**config.mk**
```make
export PLATFORM = sky130hd
export DESIGN_NAME = dmp_top
export DESIGN_NICKNAME = d
export VERILOG_FILES = /design/src/include/dmp_pkg.sv /design/src/logic/dmp_channel.sv /design/src/logic/dmp_top.sv
export SDC_FILE = /design/constraint.sdc
export NUM_CORES = 1
export LEC_CHECK = 0
export ABC_CLOCK_PERIOD_IN_PS = 2900
export BUFFER_PORTS_ARGS = -buffer_cell sky130_fd_sc_hd__buf_2
export CORE_AREA = 2 2 135 137
export CTS_CLUSTER_SIZE = 16
export DETAILED_ROUTE_END_ITERATION = 6
export DIE_AREA = 0 0 137 139
export MAX_ROUTING_LAYER = met4
export PLACE_DENSITY = 0.89
export SKIP_LAST_GASP = 1
export SYNTH_ARGS = -nofsm -noshare
export SYNTH_HDL_FRONTEND = slang
export SYNTH_SLANG_ARGS = --single-unit
```
**constraint.sdc**
```tcl
create_clock -name clk -period 2.9 [get_ports clk]
set_clock_uncertainty 0.15 [all_clocks]
set_input_delay 0.58 -clock clk [delete_from_list [all_inputs] [get_ports clk]]
set_output_delay 0.58 -clock clk [all_outputs]
set_load 0.05 [all_outputs]
```
**src/include/dmp_pkg.sv**
```systemverilog
// Purpose: Constants and types for the dual motor drive protection block.
// Assumes: 125 MHz system clock; 12-bit samples scaled as the converter delivers them.
// Notes:   Thresholds are expressed in converter codes derived from the scale figures.
//
// Operation
// - Both motor channels get identical control and protection behaviour.
// - Phase current magnitude above 3.54 A shuts down that motor's outputs.
// - Bus voltage above 60 V shuts down the affected channel.
// - Bus voltage below 8 V shuts down the affected channel.
// - Rotation speed above 4500 rpm shuts down that channel's gate outputs.
// - Any fault disables all six gate outputs of that channel together.
// - Overcurrent error interrupt has priority level 0 on both channels.
// - Conversion-complete interrupt has priority level 5 on both channels.
// - A 500 us periodic tick interrupt has priority level 10, shared.
// - Channel states stopped, driving, error; only reset leaves error.
package dmp_pkg;

    // ---------------------------------------------------------------
    // Clock and timing
    // ---------------------------------------------------------------
    localparam int CLK_MHZ          = 125;
    localparam int CARRIER_US       = 50;
    localparam int DEAD_NS          = 2000;
    localparam int TICK_US          = 500;
    localparam int CARRIER_CYC      = CARRIER_US * CLK_MHZ;
    localparam int HALF_CARRIER_CYC = CARRIER_CYC / 2;
    localparam int DEAD_CYC         = (DEAD_NS * CLK_MHZ + 999) / 1000;
    localparam int TICK_CYC         = TICK_US * CLK_MHZ;

    // ---------------------------------------------------------------
    // Limits in converter codes
    // ---------------------------------------------------------------
    // Current: -8.25 A..8.25 A over 0..4095, midpoint 2048.
    localparam logic [11:0] CUR_MID    = 12'h0800;
    localparam logic [11:0] CUR_LIMIT  = 12'h0370;  // 3.54 A from the midpoint.
    // Bus voltage: 0..73.26 V over 0..4095.
    localparam logic [11:0] VBUS_HIGH  = 12'h0D1B;  // 60 V.
    localparam logic [11:0] VBUS_LOW   = 12'h01BF;  // 8 V.
    localparam logic [15:0] SPEED_LIMIT = 16'h1194; // 4500 rpm.

    // ---------------------------------------------------------------
    // Interrupt priority levels
    // ---------------------------------------------------------------
    localparam logic [3:0] PRIO_OVERCURRENT = 4'h0;
    localparam logic [3:0] PRIO_CONV_DONE   = 4'h5;
    localparam logic [3:0] PRIO_SLOW_TICK   = 4'hA;
    localparam logic [3:0] PRIO_NONE        = 4'hF;

    typedef enum logic [1:0] {
        DMP_DRIVE_STOPPED_STATE,
        DMP_DRIVING,
        DMP_ERROR
    } dmp_state_t;

endpackage : dmp_pkg

```
**src/logic/dmp_channel.sv**
```systemverilog
// Purpose: One motor channel: fault checks, state, carrier and dead-time gates.
// Assumes: Samples are valid on the cycle that conv_done pulses.
// Notes:   Six gate outputs with enables; enables low means high impedance.
`timescale 1ns/1ps
module dmp_channel
    import dmp_pkg::*;
(
    input  wire logic        clk,
    input  wire logic        srst,
    input  wire logic        run_req,
    input  wire logic        ext_oc_n,
    input  wire logic        conv_done,
    input  wire logic [11:0] cur_u,
    input  wire logic [11:0] cur_v,
    input  wire logic [11:0] cur_w,
    input  wire logic [11:0] vbus,
    input  wire logic [15:0] speed,
    input  wire logic [11:0] duty_u,
    input  wire logic [11:0] duty_v,
    input  wire logic [11:0] duty_w,
    output logic      [5:0]  gate_q,
    output logic      [5:0]  gate_oe_q,
    output logic      [1:0]  state_q,
    output logic      [3:0]  fault_q
);

    // ---------------------------------------------------------------
    // Fault detection
    // ---------------------------------------------------------------
    function automatic logic over_cur(input logic [11:0] s);
        logic [11:0] mag;
        mag = (s >= CUR_MID) ? s - CUR_MID : CUR_MID - s;
        return mag > CUR_LIMIT;
    endfunction : over_cur

    dmp_state_t  st_q, st_d;
    logic [3:0]  flt_q, flt_d;
    logic [3:0]  chk;
    logic [12:0] cnt_q, cnt_d;
    logic        up_q, up_d;
    logic [2:0]  raw;
    logic [2:0]  prev_q, prev_d;
    logic [7:0]  dead_q [3], dead_d [3];
    logic [5:0]  g_d, oe_d;

    always_comb begin
        chk[0] = over_cur(cur_u) | over_cur(cur_v) | over_cur(cur_w);
        chk[1] = vbus > VBUS_HIGH;
        chk[2] = vbus < VBUS_LOW;
        chk[3] = speed > SPEED_LIMIT;
        flt_d  = flt_q;
        st_d   = st_q;
        if (conv_done && (chk != 4'h0)) begin
            flt_d = flt_q | chk;
        end
        case (st_q)
            DMP_DRIVE_STOPPED_STATE: begin
                if (flt_d != 4'h0) st_d = DMP_ERROR;
                else if (run_req) st_d = DMP_DRIVING;
            end
            DMP_DRIVING: begin
                if (flt_d != 4'h0) st_d = DMP_ERROR;
                else if (!run_req) st_d = DMP_DRIVE_STOPPED_STATE;
            end
            DMP_ERROR: st_d = DMP_ERROR;
            default:   st_d = DMP_DRIVE_STOPPED_STATE;
        endcase
    end

    // ---------------------------------------------------------------
    // Carrier and dead time
    // ---------------------------------------------------------------
    always_comb begin
        cnt_d = cnt_q;
        up_d  = up_q;
        if (up_q) begin
            if (cnt_q == 13'(HALF_CARRIER_CYC - 1)) up_d = 1'b0;
            else cnt_d = cnt_q + 13'd1;
        end else begin
            if (cnt_q == 13'd0) up_d = 1'b1;
            else cnt_d = cnt_q - 13'd1;
        end
        raw[0] = {1'b0, duty_u} > cnt_q;
        raw[1] = {1'b0, duty_v} > cnt_q;
        raw[2] = {1'b0, duty_w} > cnt_q;
        prev_d = raw;
    end

    // Each phase leg waits out the dead time after any edge before either switch closes.
    genvar p;
    generate
        for (p = 0; p < 3; p++) begin : g_leg
            always_comb begin
                if (raw[p] != prev_q[p]) dead_d[p] = 8'(DEAD_CYC);
                else if (dead_q[p] != 8'h00) dead_d[p] = dead_q[p] - 8'h01;
                else dead_d[p] = 8'h00;
                g_d[2*p]   = (st_d == DMP_DRIVING) && raw[p] && (dead_d[p] == 8'h00);
                g_d[2*p+1] = (st_d == DMP_DRIVING) && !raw[p] && (dead_d[p] == 8'h00);
            end
        end
    endgenerate

    // Hardware overcurrent line drops all drivers without waiting for software.
    always_comb begin
        oe_d = ext_oc_n ? 6'h3F : 6'h00;
    end

    always_ff @(posedge clk) begin
        if (srst) begin
            st_q      <= DMP_DRIVE_STOPPED_STATE;
            flt_q     <= 4'h0;
            cnt_q     <= 13'h0000;
            up_q      <= 1'b1;
            prev_q    <= 3'h0;
            dead_q    <= '{default: 8'h00};
            gate_q    <= 6'h00;
            gate_oe_q <= 6'h00;
        end else begin
            st_q      <= st_d;
            flt_q     <= flt_d;
            cnt_q     <= cnt_d;
            up_q      <= up_d;
            prev_q    <= prev_d;
            dead_q    <= dead_d;
            gate_q    <= (flt_d != 4'h0) ? 6'h00 : g_d;
            gate_oe_q <= oe_d;
        end
    end

    assign state_q = st_q;
    assign fault_q = flt_q;

endmodule : dmp_channel

```
**src/logic/dmp_top.sv**
```systemverilog
// Purpose: Two identical protected motor channels and interrupt priority ordering.
// Assumes: Pins from outside are synchronised here; samples come from same-clock logic.
// Notes:   The overcurrent request outranks conversion-done, which outranks the slow tick.
`timescale 1ns/1ps
module dmp_top
    import dmp_pkg::*;
(
    input  wire logic        clk,
    input  wire logic        srst,
    input  wire logic        motor1_run_switch,
    input  wire logic        motor2_run_switch,
    input  wire logic        ext_oc1_n,
    input  wire logic        ext_oc2_n,
    input  wire logic [1:0]  conv_done,
    input  wire logic [11:0] cur_u [2],
    input  wire logic [11:0] cur_v [2],
    input  wire logic [11:0] cur_w [2],
    input  wire logic [11:0] vbus [2],
    input  wire logic [15:0] speed [2],
    input  wire logic [11:0] duty_u [2],
    input  wire logic [11:0] duty_v [2],
    input  wire logic [11:0] duty_w [2],
    output logic      [5:0]  gate_q [2],
    output logic      [5:0]  gate_oe_q [2],
    output logic      [1:0]  state_q [2],
    output logic      [3:0]  fault_q [2],
    output logic      [1:0]  overcurrent_interrupt_q,
    output logic      [1:0]  conversion_done_interrupt_q,
    output logic             slow_tick_interrupt_q,
    output logic             irq_q,
    output logic      [3:0]  irq_level_q
);

    // ---------------------------------------------------------------
    // Pin synchronisers
    // ---------------------------------------------------------------
    // Three stages; a change is accepted only when stages two and three agree.
    logic [3:0] s1_q, s2_q, s3_q, flt_pin_q, s1_d, s2_d, s3_d, flt_pin_d;
    logic [3:0] pins;

    always_comb begin
        pins      = {ext_oc2_n, ext_oc1_n, motor2_run_switch, motor1_run_switch};
        s1_d      = pins;
        s2_d      = s1_q;
        s3_d      = s2_q;
        flt_pin_d = flt_pin_q;
        for (int i = 0; i < 4; i++) begin
            if (s2_q[i] == s3_q[i]) flt_pin_d[i] = s3_q[i];
        end
    end

    // ---------------------------------------------------------------
    // Channels
    // ---------------------------------------------------------------
    logic [1:0] oc_fall;
    logic [1:0] oc_prev_q;

    genvar c;
    generate
        for (c = 0; c < 2; c++) begin : g_ch
            dmp_channel u_ch (
                .clk       (clk),
                .srst      (srst),
                .run_req   (flt_pin_q[c]),
                .ext_oc_n  (flt_pin_q[2+c]),
                .conv_done (conv_done[c]),
                .cur_u     (cur_u[c]),
                .cur_v     (cur_v[c]),
                .cur_w     (cur_w[c]),
                .vbus      (vbus[c]),
                .speed     (speed[c]),
                .duty_u    (duty_u[c]),
                .duty_v    (duty_v[c]),
                .duty_w    (duty_w[c]),
                .gate_q    (gate_q[c]),
                .gate_oe_q (gate_oe_q[c]),
                .state_q   (state_q[c]),
                .fault_q   (fault_q[c])
            );
            assign oc_fall[c] = oc_prev_q[c] && !flt_pin_q[2+c];
        end
    endgenerate

    // ---------------------------------------------------------------
    // Slow tick and priority
    // ---------------------------------------------------------------
    logic [15:0] tick_q, tick_d;
    logic        tick_hit;
    logic [3:0]  lvl_d;

    always_comb begin
        tick_hit = tick_q == 16'(TICK_CYC - 1);
        tick_d   = tick_hit ? 16'h0000 : tick_q + 16'h0001;
        if (oc_fall != 2'b00) lvl_d = PRIO_OVERCURRENT;
        else if (conv_done != 2'b00) lvl_d = PRIO_CONV_DONE;
        else if (tick_hit) lvl_d = PRIO_SLOW_TICK;
        else lvl_d = PRIO_NONE;
    end

    always_ff @(posedge clk) begin
        if (srst) begin
            // Idle pin levels, so that no false overcurrent edge follows reset.
            s1_q                        <= 4'hC;
            s2_q                        <= 4'hC;
            s3_q                        <= 4'hC;
            flt_pin_q                   <= 4'hC;
            oc_prev_q                   <= 2'b11;
            tick_q                      <= 16'h0000;
            overcurrent_interrupt_q     <= 2'b00;
            conversion_done_interrupt_q <= 2'b00;
            slow_tick_interrupt_q       <= 1'b0;
            irq_q                       <= 1'b0;
            irq_level_q                 <= PRIO_NONE;
        end else begin
            s1_q                        <= s1_d;
            s2_q                        <= s2_d;
            s3_q                        <= s3_d;
            flt_pin_q                   <= flt_pin_d;
            oc_prev_q                   <= flt_pin_q[3:2];
            tick_q                      <= tick_d;
            overcurrent_interrupt_q     <= oc_fall;
            conversion_done_interrupt_q <= conv_done;
            slow_tick_interrupt_q       <= tick_hit;
            irq_q                       <= lvl_d != PRIO_NONE;
            irq_level_q                 <= lvl_d;
        end
    end

endmodule : dmp_top

```
==> results of run 1 <==
-- critical path, stage by stage (launching register included) --
cell and delay, ns:
dfxtp_1 0.38, inv_1 0.18, fa_1 0.49, a211oi_1 0.35
o21a_1 0.20, o31ai_1 0.12, o41ai_2 0.27, xnor2_1 0.13
or3_1 0.32, a21oi_1 0.13
-- through the flow --
stage,setup TNS [ns],utilization [%],setup slack [ns]
finish,0,65.45,0.09805
global route,-0.1093,65.45,-0.09898
CTS,0,65.19,0.05341
detailed placement,-0.2709,61.93,-0.09973
global placement,-0.06452,61.93,-0.03270
floorplan,0,-,0.1577
-- routing by layer --
layer | vias up | routed length, um | global-route usage (%)
li1 | 4531 | - | -
met1 | 4261 | 9912 | 29.22
met2 | 314 | 12640 | 45.25
met3 | 57 | 1531 | 5.775
met4 | 0 | 847 | 12.32
met5 | - | 0 | -
-- layout make-up --
cell class              instances  share of cell area [%]
diodes                          1                 0.02165
clock buffers                  18                   3.800
repair buffers                283                   12.91
inverters                      57                   1.851
well taps                     229                   2.479
flip-flops and latches        150                   25.99
multi-input cells             861                   51.78
clock inverters                13                   1.180
-- worst max path at each step --
stage	to	slack, ns	depth (start not counted)
2_1_floorplan	g_ch[1].u_ch.gate_q[4]	0.16	7
3_3_place_gp	g_ch[1].u_ch.gate_q[5]	-0.03	8
3_5_place_dp	g_ch[1].u_ch.gate_q[5]	-0.1	8
4_1_cts	g_ch[1].u_ch.cnt_q[12]	0.05	9
5_1_grt	g_ch[1].u_ch.cnt_q[12]	-0.1	9
6_report	g_ch[1].u_ch.cnt_q[12]	0.1	9
-- state kept, by name, indices dropped and copies added (netlist names), 6 cells and up --
name / count
tick_q: 16
g_ch.u_ch.dead_q: 48
g_ch.u_ch.fault_q: 8
g_ch.u_ch.prev_q: 6
g_ch.u_ch.gate_q: 12
g_ch.u_ch.cnt_q: 26
-- placed cells by master (no fill, tap or decap), drive strengths merged, types with 38 or more instances in the layout --
cell type	count
a21oi	91
buf	283
dfxtp	150
ha	107
inv	64
nand2	69
nor2	103
nor3	38
o21ai	44
xor2	41
-- what timing repair did --
action,in CTS,in global routing
gates resized for setup,0,6
setup endpoints to repair,0,15
hold buffers,0,0
-- cell families (layout without fill, tap and decap cells) --
kind of cell	after synthesis	after routing	share of synthesized area, %
XOR/XNOR	76	76	7.143
other	0	1	0
adder cells (fa/ha/maj)	109	109	14.80
multiplexers	3	3	0.3491
flip-flops	150	150	32.22
AO/OA/AOI/OAI	239	239	16.56
buffers and inverters	88	371	4.041
AND/OR/NAND/NOR	434	434	24.89
-- report_power, final --
group	switching [mW]	internal (mW)
Sequential	0.146	2.21
Combinational	0.723	0.611
Clock	0.927	1.23
==> results.cfg, run 1 <==
[timing]
period_needed_ns = 2.802
worst-slew-pin-transition_ns = 0.6492
max_freq_mhz = 356.9
finalCritPeriodShare_pct = 96.62
slew-limit-headroom_pct = 56.72
setup_viol_count_final = 0
rsz0062_at_grt = yes
hold_viol_final = 0
finalHoldWorstSlack_ns = 0.1929
drv_slew = 0

[global_routing]
grt_pass1_vias = 8862
grt_max_degree = 33
grt_pass1_wl_um = 39960
grt_usage_pct = 26.56
antenna_found_initial = 1
grt_overflow_total = 0

[cts]
cts.path.max_buffers = 2
cts_sinks = 150
tritoncts = done
cts-root-buf = clkbuf_16
cts-htree-levels = 4
clkLatencyLatePin_ns = 0.43
cts.clk_slew.worst_paths_ns = 0.06
cts_setup_buffers = 0
cts_inserted_buffers = 17

[synthesis]
synth_edf_count = 0
yosys.area.top_type = dfxtp_1
synthCells = 1099
yosysMostFrequentCell = dfxtp_1
ys_seq_area_share_pct = 32.22
synthArstFlopShare_pct = 0
yosysTopAreaCellShare_pct = 32.22
synth_ff_type = dfxtp_1
ys_seq_elements = 150
yosysUniqueCellTypes = 63
netlist_area_mm2 = 0.009319
syn_nets = 1416
synth.cells.most_frequent = dfxtp_1 (150), ha_1 (107), nor2_1 (103)
syn_area_per_cell_um2 = 8.479
ys_top_cells_by_area = dfxtp_1 (32%), ha_1 (14%), a21oi_1 (4.9%), nor2_1 (4.1%), xor2_1 (3.9%)
yosys_warnings = 0

[worst_setup_path]
cp-start-kind = flip-flop
r2r_slack_ns = 0.1
endpoint_kind = flip-flop
worstSetupPathType = reg2reg
rr_endpoint = g_ch[1].u_ch.cnt_q[12]
rr_startpoint = g_ch[1].u_ch.up_q
critPathRequiredTime_ns = 3.11
worst-path-max-fanout = 8
arrival_ns = 3.02
crit_start = g_ch[1].u_ch.up_q
ff2ff_path_depth = 9

[die]
std_cell_rows = 49
die_area_mm2 = 0.01904
initial_utilization_pct = 52.78
core_mm2 = 0.01766
io_pins = 254
die_h_um = 139
die_x_um = 137

[min_path]
min_to = s1_q[2]
hold_path_class = in2reg
min_path_cells = 2
hold_path.startpoint = ext_oc1_n

[power_and_ir_drop]
p_leak_nw = 5.196
p_total_mw = 5.847
irDropWorstVdd_mv = 0.4055
p_per_area_mw_per_mm2 = 505.9

[placed_design]
placedCellCount = 1580
portBuffers = 253
hpwlAfterDp_um = 19260
gp_congestion = 0.9389
place_area_mm2 = 0.01093

[finish]
seqCellArea_mm2 = 0.003003
filler_cell_count = 1413
areaGrowthSynthToFinish_pct = 24.01
design_area_mm2 = 0.01156
fin_cells = 1612
nNetsFinal = 1687
drive_gt1_share_pct = 25.25
multiInputGateArea_mm2 = 0.005983

[route]
vias_per_cell = 5.684
drc_errors = 0
wl_per_cell_um = 15.46
ant_nets = 0
drt_iter0_drc = 562
first_pass_iters = 5
num_vias = 9163
totalWireLength_um = 24930

[run_status]
run_status = completed

[job]
max_cap_viol_count = 0
(Power assumes the default switching activity.)
==> run 2, diff against run 1 <==
Settings changed: CORE_AREA 2 2 135 137 to 2 2 167 169, DIE_AREA 0 0 137 139 to 0 0 169 171, GPL_TIMING_DRIVEN set to 0, PLACE_DENSITY 0.89 to 0.64.
==> run 2 against run 1 <==
Sequential share of layout area shrank 0.58 points; hold slack gained 0.0073 ns; cell area grew 2.4%.
==> results.cfg, run 2 (same netlist as run 1, synthesis figures left out) <==
[timing]
period_needed_ns = 2.784
hold_viol_final = 0
max_freq_mhz = 359.2
setup_viol_count_final = 0
slew-limit-headroom_pct = 53.34
finalHoldWorstSlack_ns = 0.2002
drv_slew = 0
rsz0062_at_grt = yes
worst-slew-pin-transition_ns = 0.6999
finalCritPeriodShare_pct = 96.00
tns_ns = 0

[power_and_ir_drop]
irDropWorstVdd_mv = 0.4046
p_per_area_mw_per_mm2 = 502.2
p_leak_nw = 5.185

[global_routing]
antenna_found_initial = 1
grt_max_degree = 17
grt_pass1_vias = 8399
grt_pass1_wl_um = 40100
grt_usage_pct = 17.73
grt_overflow_total = 0

[die]
io_pins = 254
initial_utilization_pct = 34.11
die_x_um = 169
die_area_mm2 = 0.02890
die_h_um = 171
std_cell_rows = 61
core_mm2 = 0.02732

[finish]
reg.largest.list = g_ch.u_ch.dead_q: 48 flops, g_ch.u_ch.cnt_q: 26 flops, tick_q: 16 flops
largest_reg_flops = 48
drive_gt1_share_pct = 25.34
final_common_cell = buf_2
diodes = 0
final_cell_mix = buf_2 (249), dfxtp_1 (148), ha_1 (106)
nNetsFinal = 1697
areaGrowthSynthToFinish_pct = 26.93
top_register = g_ch.u_ch.dead_q
design_area_mm2 = 0.01183

[worst_setup_path]
critical_path.cell_chain = inv_1 -> ha_1 -> nand2_1 -> nor2_1 -> o21ai_0 -> a21oi_1 -> o21ai_0 -> xor2_2 -> buf_4 -> and4b_1
worst-path-max-fanout = 5
endpoint_kind = flip-flop
path_common_cell = o21ai_0
max_stage_delay_ns = 0.45
ff2ff_path_depth = 10
worstSetupPathType = reg2reg
r2r_slack_ns = 0.12
cp-start-kind = flip-flop
crit_start = g_ch[1].u_ch.cnt_q[5]
critical_path.top_delay_family = compound AO/OA/AOI/OAI gates
cpMaxStageDelayCell = dfxtp_1
arrival_ns = 2.94
crit_buf_inv = 2
rr_endpoint = g_ch[1].u_ch.dead_q[2]
endpoint = g_ch[1].u_ch.dead_q[2]
critPathRequiredTime_ns = 3.06
path_depth = 10
rr_startpoint = g_ch[1].u_ch.cnt_q[5]

[cts]
cts_sinks = 150
cts_hold_buf = 0
tritoncts = done
cts-root-buf = clkbuf_16
clkLatencyLatePin_ns = 0.42
cts_inserted_buffers = 17
cts.clk_slew.worst_paths_ns = 0.06
cts.path.max_buffers = 2
cts-htree-levels = 4

[placed_design]
gp_congestion = 0.8601
hpwlAfterDp_um = 20140
portBuffers = 249
place_area_mm2 = 0.01100

[min_path]
hold_path_class = in2reg

[route]
drc_errors = 0
totalWireLength_um = 25280
num_vias = 8878
wl_met2_um = 12710
routed-wl-met3_um = 1115
highest_layer = met4
first_pass_iters = 5
wl_per_cell_um = 14.54
vias_per_cell = 5.105
drt_iter0_drc = 343
drt-met1-wl_um = 11130
ant_nets = 0

[run_status]
run_status = completed

[job]
max_cap_viol_count = 0
run 2: repair_timing:
item / in CTS / in global routing
pin swaps: 0 / 5
setup endpoints to repair: 13 / 46
resized for setup: 9 / 14
buffers inserted: 5 / 8
run 2: where the power goes:
group | leakage (nW) | switching [mW] | internal, mW
Clock | 0.295 | 0.881 | 1.39
Combinational | 3.66 | 0.705 | 0.609
Sequential | 1.23 | 0.144 | 2.22
run 2: final cells by class:
class / count / area (um^2)
Buffer: 31 / 162.7
Clock buffer: 19 / 442.9
Clock inverter: 13 / 167.7
Fill cell: 2737 / 15490
Inverter: 57 / 221.5
Multi-Input combinational cell: 861 / 6040
Sequential cell: 150 / 3005
Tap cell: 346 / 432.9
Timing Repair Buffer: 262 / 1356
run 2: how the worst min path moves through the flow:
stage | startpoint | to | slack (ns) | cells past startpoint
final | ext_oc2_n | s1_q[3] | 0.20 | 2
after global routing | ext_oc1_n | s1_q[2] | 0.21 | 2
after CTS | ext_oc2_n | s1_q[3] | 0.18 | 2
after detailed placement | s1_q[3] | s2_q[3] | 0.25 | 1
after global placement | s1_q[3] | s2_q[3] | 0.25 | 1
after floorplan | s1_q[2] | s2_q[2] | 0.24 | 1
run 2: through the flow:
stage	util [%]	power (mW)	std cells	setup slack, ns
after CTS	42.87	5.972	1731	0.02465
after detailed placement	40.25	3.669	1694	-0.3754
after global placement	40.25	3.644	1694	-0.3553
final	43.29	5.940	1739	0.1159
after global routing	43.29	6.281	1739	-0.03897
after floorplan	-	3.271	1099	0.1577
run 2: metal layers:
| layer | vias to the layer above | global-route usage, % |
|---|---|---|
| li1 | 4559 | - |
| met4 | 0 | 4.459 |
| met1 | 4057 | 20.41 |
| met5 | - | - |
| met3 | 25 | 3.053 |
| met2 | 237 | 32.06 |
==> run 3, diff against run 2 <==
Settings changed: ABC_CLOCK_PERIOD_IN_PS 2900 to 3220.
Clock period 2.9 ns to 3.22 ns, I/O delays scaled along.
==> run 3 against run 2 <==
Flip-flop and latch count unchanged; largest power group unchanged; setup slack better by 0.051 ns; sequential power down 10%; first-iteration DRC count down 0.29%; largest cell class unchanged; critical endpoint is now g_ch[1].u_ch.dead_q[0]; register-to-register slack better by 0.05 ns; total power down 11%; routed wire length down 1.4%; core utilization down 0.51 points; critical path type unchanged.
==> results.cfg, run 3 (same netlist as run 1, synthesis figures left out) <==
[run_status]
run_status = completed

[power_and_ir_drop]
intPower_mw = 3.768
p_leak_nw = 5.122
comb_power_share_pct = 21.6
p_clk_share_pct = 38.4
p_seq_share_pct = 40.0
p_per_area_mw_per_mm2 = 454.3
p_sw_share_pct = 29.05
p_total_mw = 5.311
irDropWorstVdd_mv = 0.3633
power_switching_mw = 1.543

[job]
max_cap_viol_count = 0

[placed_design]
dpl_worst_slack_ns = -0.1194
hpwlAfterDp_um = 20140
portBuffers = 249
gp_congestion = 0.8601
placedCellCount = 1694

[timing]
slew-limit-headroom_pct = 52.31
finalCritPeriodShare_pct = 94.82
worst_slack_ns = 0.1667
worst-slew-pin-transition_ns = 0.7064
tns_ns = 0
hold_viol_final = 0
drv_slew = 0
period_needed_ns = 3.053
max_freq_mhz = 327.5
setup_viol_count_final = 0

[route]
vias_per_cell = 5.091
totalWireLength_um = 24930
drc_errors = 0
wl_per_cell_um = 14.40
first_pass_iters = 4
drt_iter0_drc = 342
num_vias = 8813
ant_nets = 0

[worst_setup_path]
cp-start-kind = flip-flop
path_common_cell = o21ai_0
worst-path-max-fanout = 8
arrival_ns = 3.22
worstSetupPathType = reg2reg
endpoint_kind = flip-flop
critical_path.cell_chain = inv_1 -> ha_1 -> nand2_1 -> nor2_1 -> o21ai_0 -> a21oi_1 -> o21ai_0 -> xor2_1 -> nor4bb_1
critical_path.top_delay_family = compound AO/OA/AOI/OAI gates
cpMaxStageDelayCell = xor2_1
critPathRequiredTime_ns = 3.39
crit_buf_inv = 1
max_stage_delay_ns = 0.57

[cts]
cts-root-buf = clkbuf_16
cts.clk_slew.worst_paths_ns = 0.06
cts.path.max_buffers = 2
clkLatencyLatePin_ns = 0.42
tritoncts = done
cts-htree-levels = 4
cts_inserted_buffers = 17
cts_hold_buf = 0
cts_sinks = 150

[global_routing]
grt_pass1_wl_um = 39810
grt_max_degree = 17
grt_overflow_total = 0
grt_pass1_vias = 8351
grt_usage_pct = 17.58
antenna_found_initial = 1

[die]
die_x_um = 169
die_h_um = 171
core_mm2 = 0.02732
io_pins = 254
std_cell_rows = 61
initial_utilization_pct = 34.11
die_area_mm2 = 0.02890

[finish]
filler_cell_count = 2760
reg.largest.list = g_ch.u_ch.dead_q: 48 flops, g_ch.u_ch.cnt_q: 26 flops, tick_q: 16 flops
final_cell_mix = buf_2 (249), dfxtp_1 (150), ha_1 (107)
fin_cells = 1731
diodes = 0
largest_reg_flops = 48
top_register = g_ch.u_ch.dead_q
final_common_cell = buf_2
final_util_pct = 42.78
nNetsFinal = 1689
areaGrowthSynthToFinish_pct = 25.44
drive_gt1_share_pct = 23.97

[min_path]
hold_path_class = reg2reg
## run 3: cell count changes in the layout (fill, tap and decap cells not counted), sizes merged
cell      delta
buf          -8
clkinvlp     -1
inv          +1
## run 3: metrics by stage
step | cell area (um^2) | hold slack [ns]
floorplan | 9319 | 0.2395
global placement | 11000 | 0.2486
detailed placement | 11000 | 0.2468
CTS | 11610 | 0.2486
global route | 11690 | 0.2694
finish | 11690 | 0.2571
## run 3: path summary, 6_finish.rpt
kind	start	endpoint	slack (ns)	cells after the start
setup / recovery	g_ch[1].u_ch.cnt_q[5]	g_ch[1].u_ch.dead_q[0]	0.17	9
setup reg to reg	g_ch[1].u_ch.cnt_q[5]	g_ch[1].u_ch.dead_q[0]	0.17	9
hold / removal	s1_q[3]	s2_q[3]	0.26	1
hold reg to reg	s1_q[3]	s2_q[3]	0.26	1
## run 3: cell type report
cell class / instances / area [um^2] / area share [%]
timing repair buffer: 254 / 1296 / 11.09
buffer: 31 / 162.7 / 1.391
sequential: 150 / 3003 / 25.69
clock inverter: 13 / 167.7 / 1.434
clock buffer: 19 / 442.9 / 3.789
inverter: 57 / 217.7 / 1.862
multi-input combinational: 861 / 5967 / 51.04
tap: 346 / 432.9 / 3.703
## run 3: worst register-to-register path, stage by stage (launching register included)
cell and delay [ns]:
dfxtp_1 0.45, inv_1 0.13, ha_1 0.29, nand2_1 0.05, nor2_1 0.24, o21ai_0 0.15, a21oi_1 0.32, o21ai_0 0.23
xor2_1 0.57, nor4bb_1 0.37
## run 3: power groups by stage
stage                     clock, mW  combinational, mW  sequential, mW
final                          2.04               1.15            2.12
after global routing           2.17               1.31            2.15
after detailed placement          0               1.14            2.16
after CTS                      2.10               1.15            2.12
after floorplan                   0              0.770            2.18
after global placement            0               1.12            2.16
## run 3: what timing repair did
action,in CTS,in global routing
resized for setup,0,5
setup buffers,0,5
endpoints found under the setup margin,0,9
## run 3: layer usage
layer  share of wire [%]  global-route usage, %  vias up
met5                   0                      -        -
met4                 1.3                  4.459        0
met3                 4.2                  2.915       25
met2                  50                  31.77      219
met1                  45                  20.30     4021
li1                    -                      -     4548
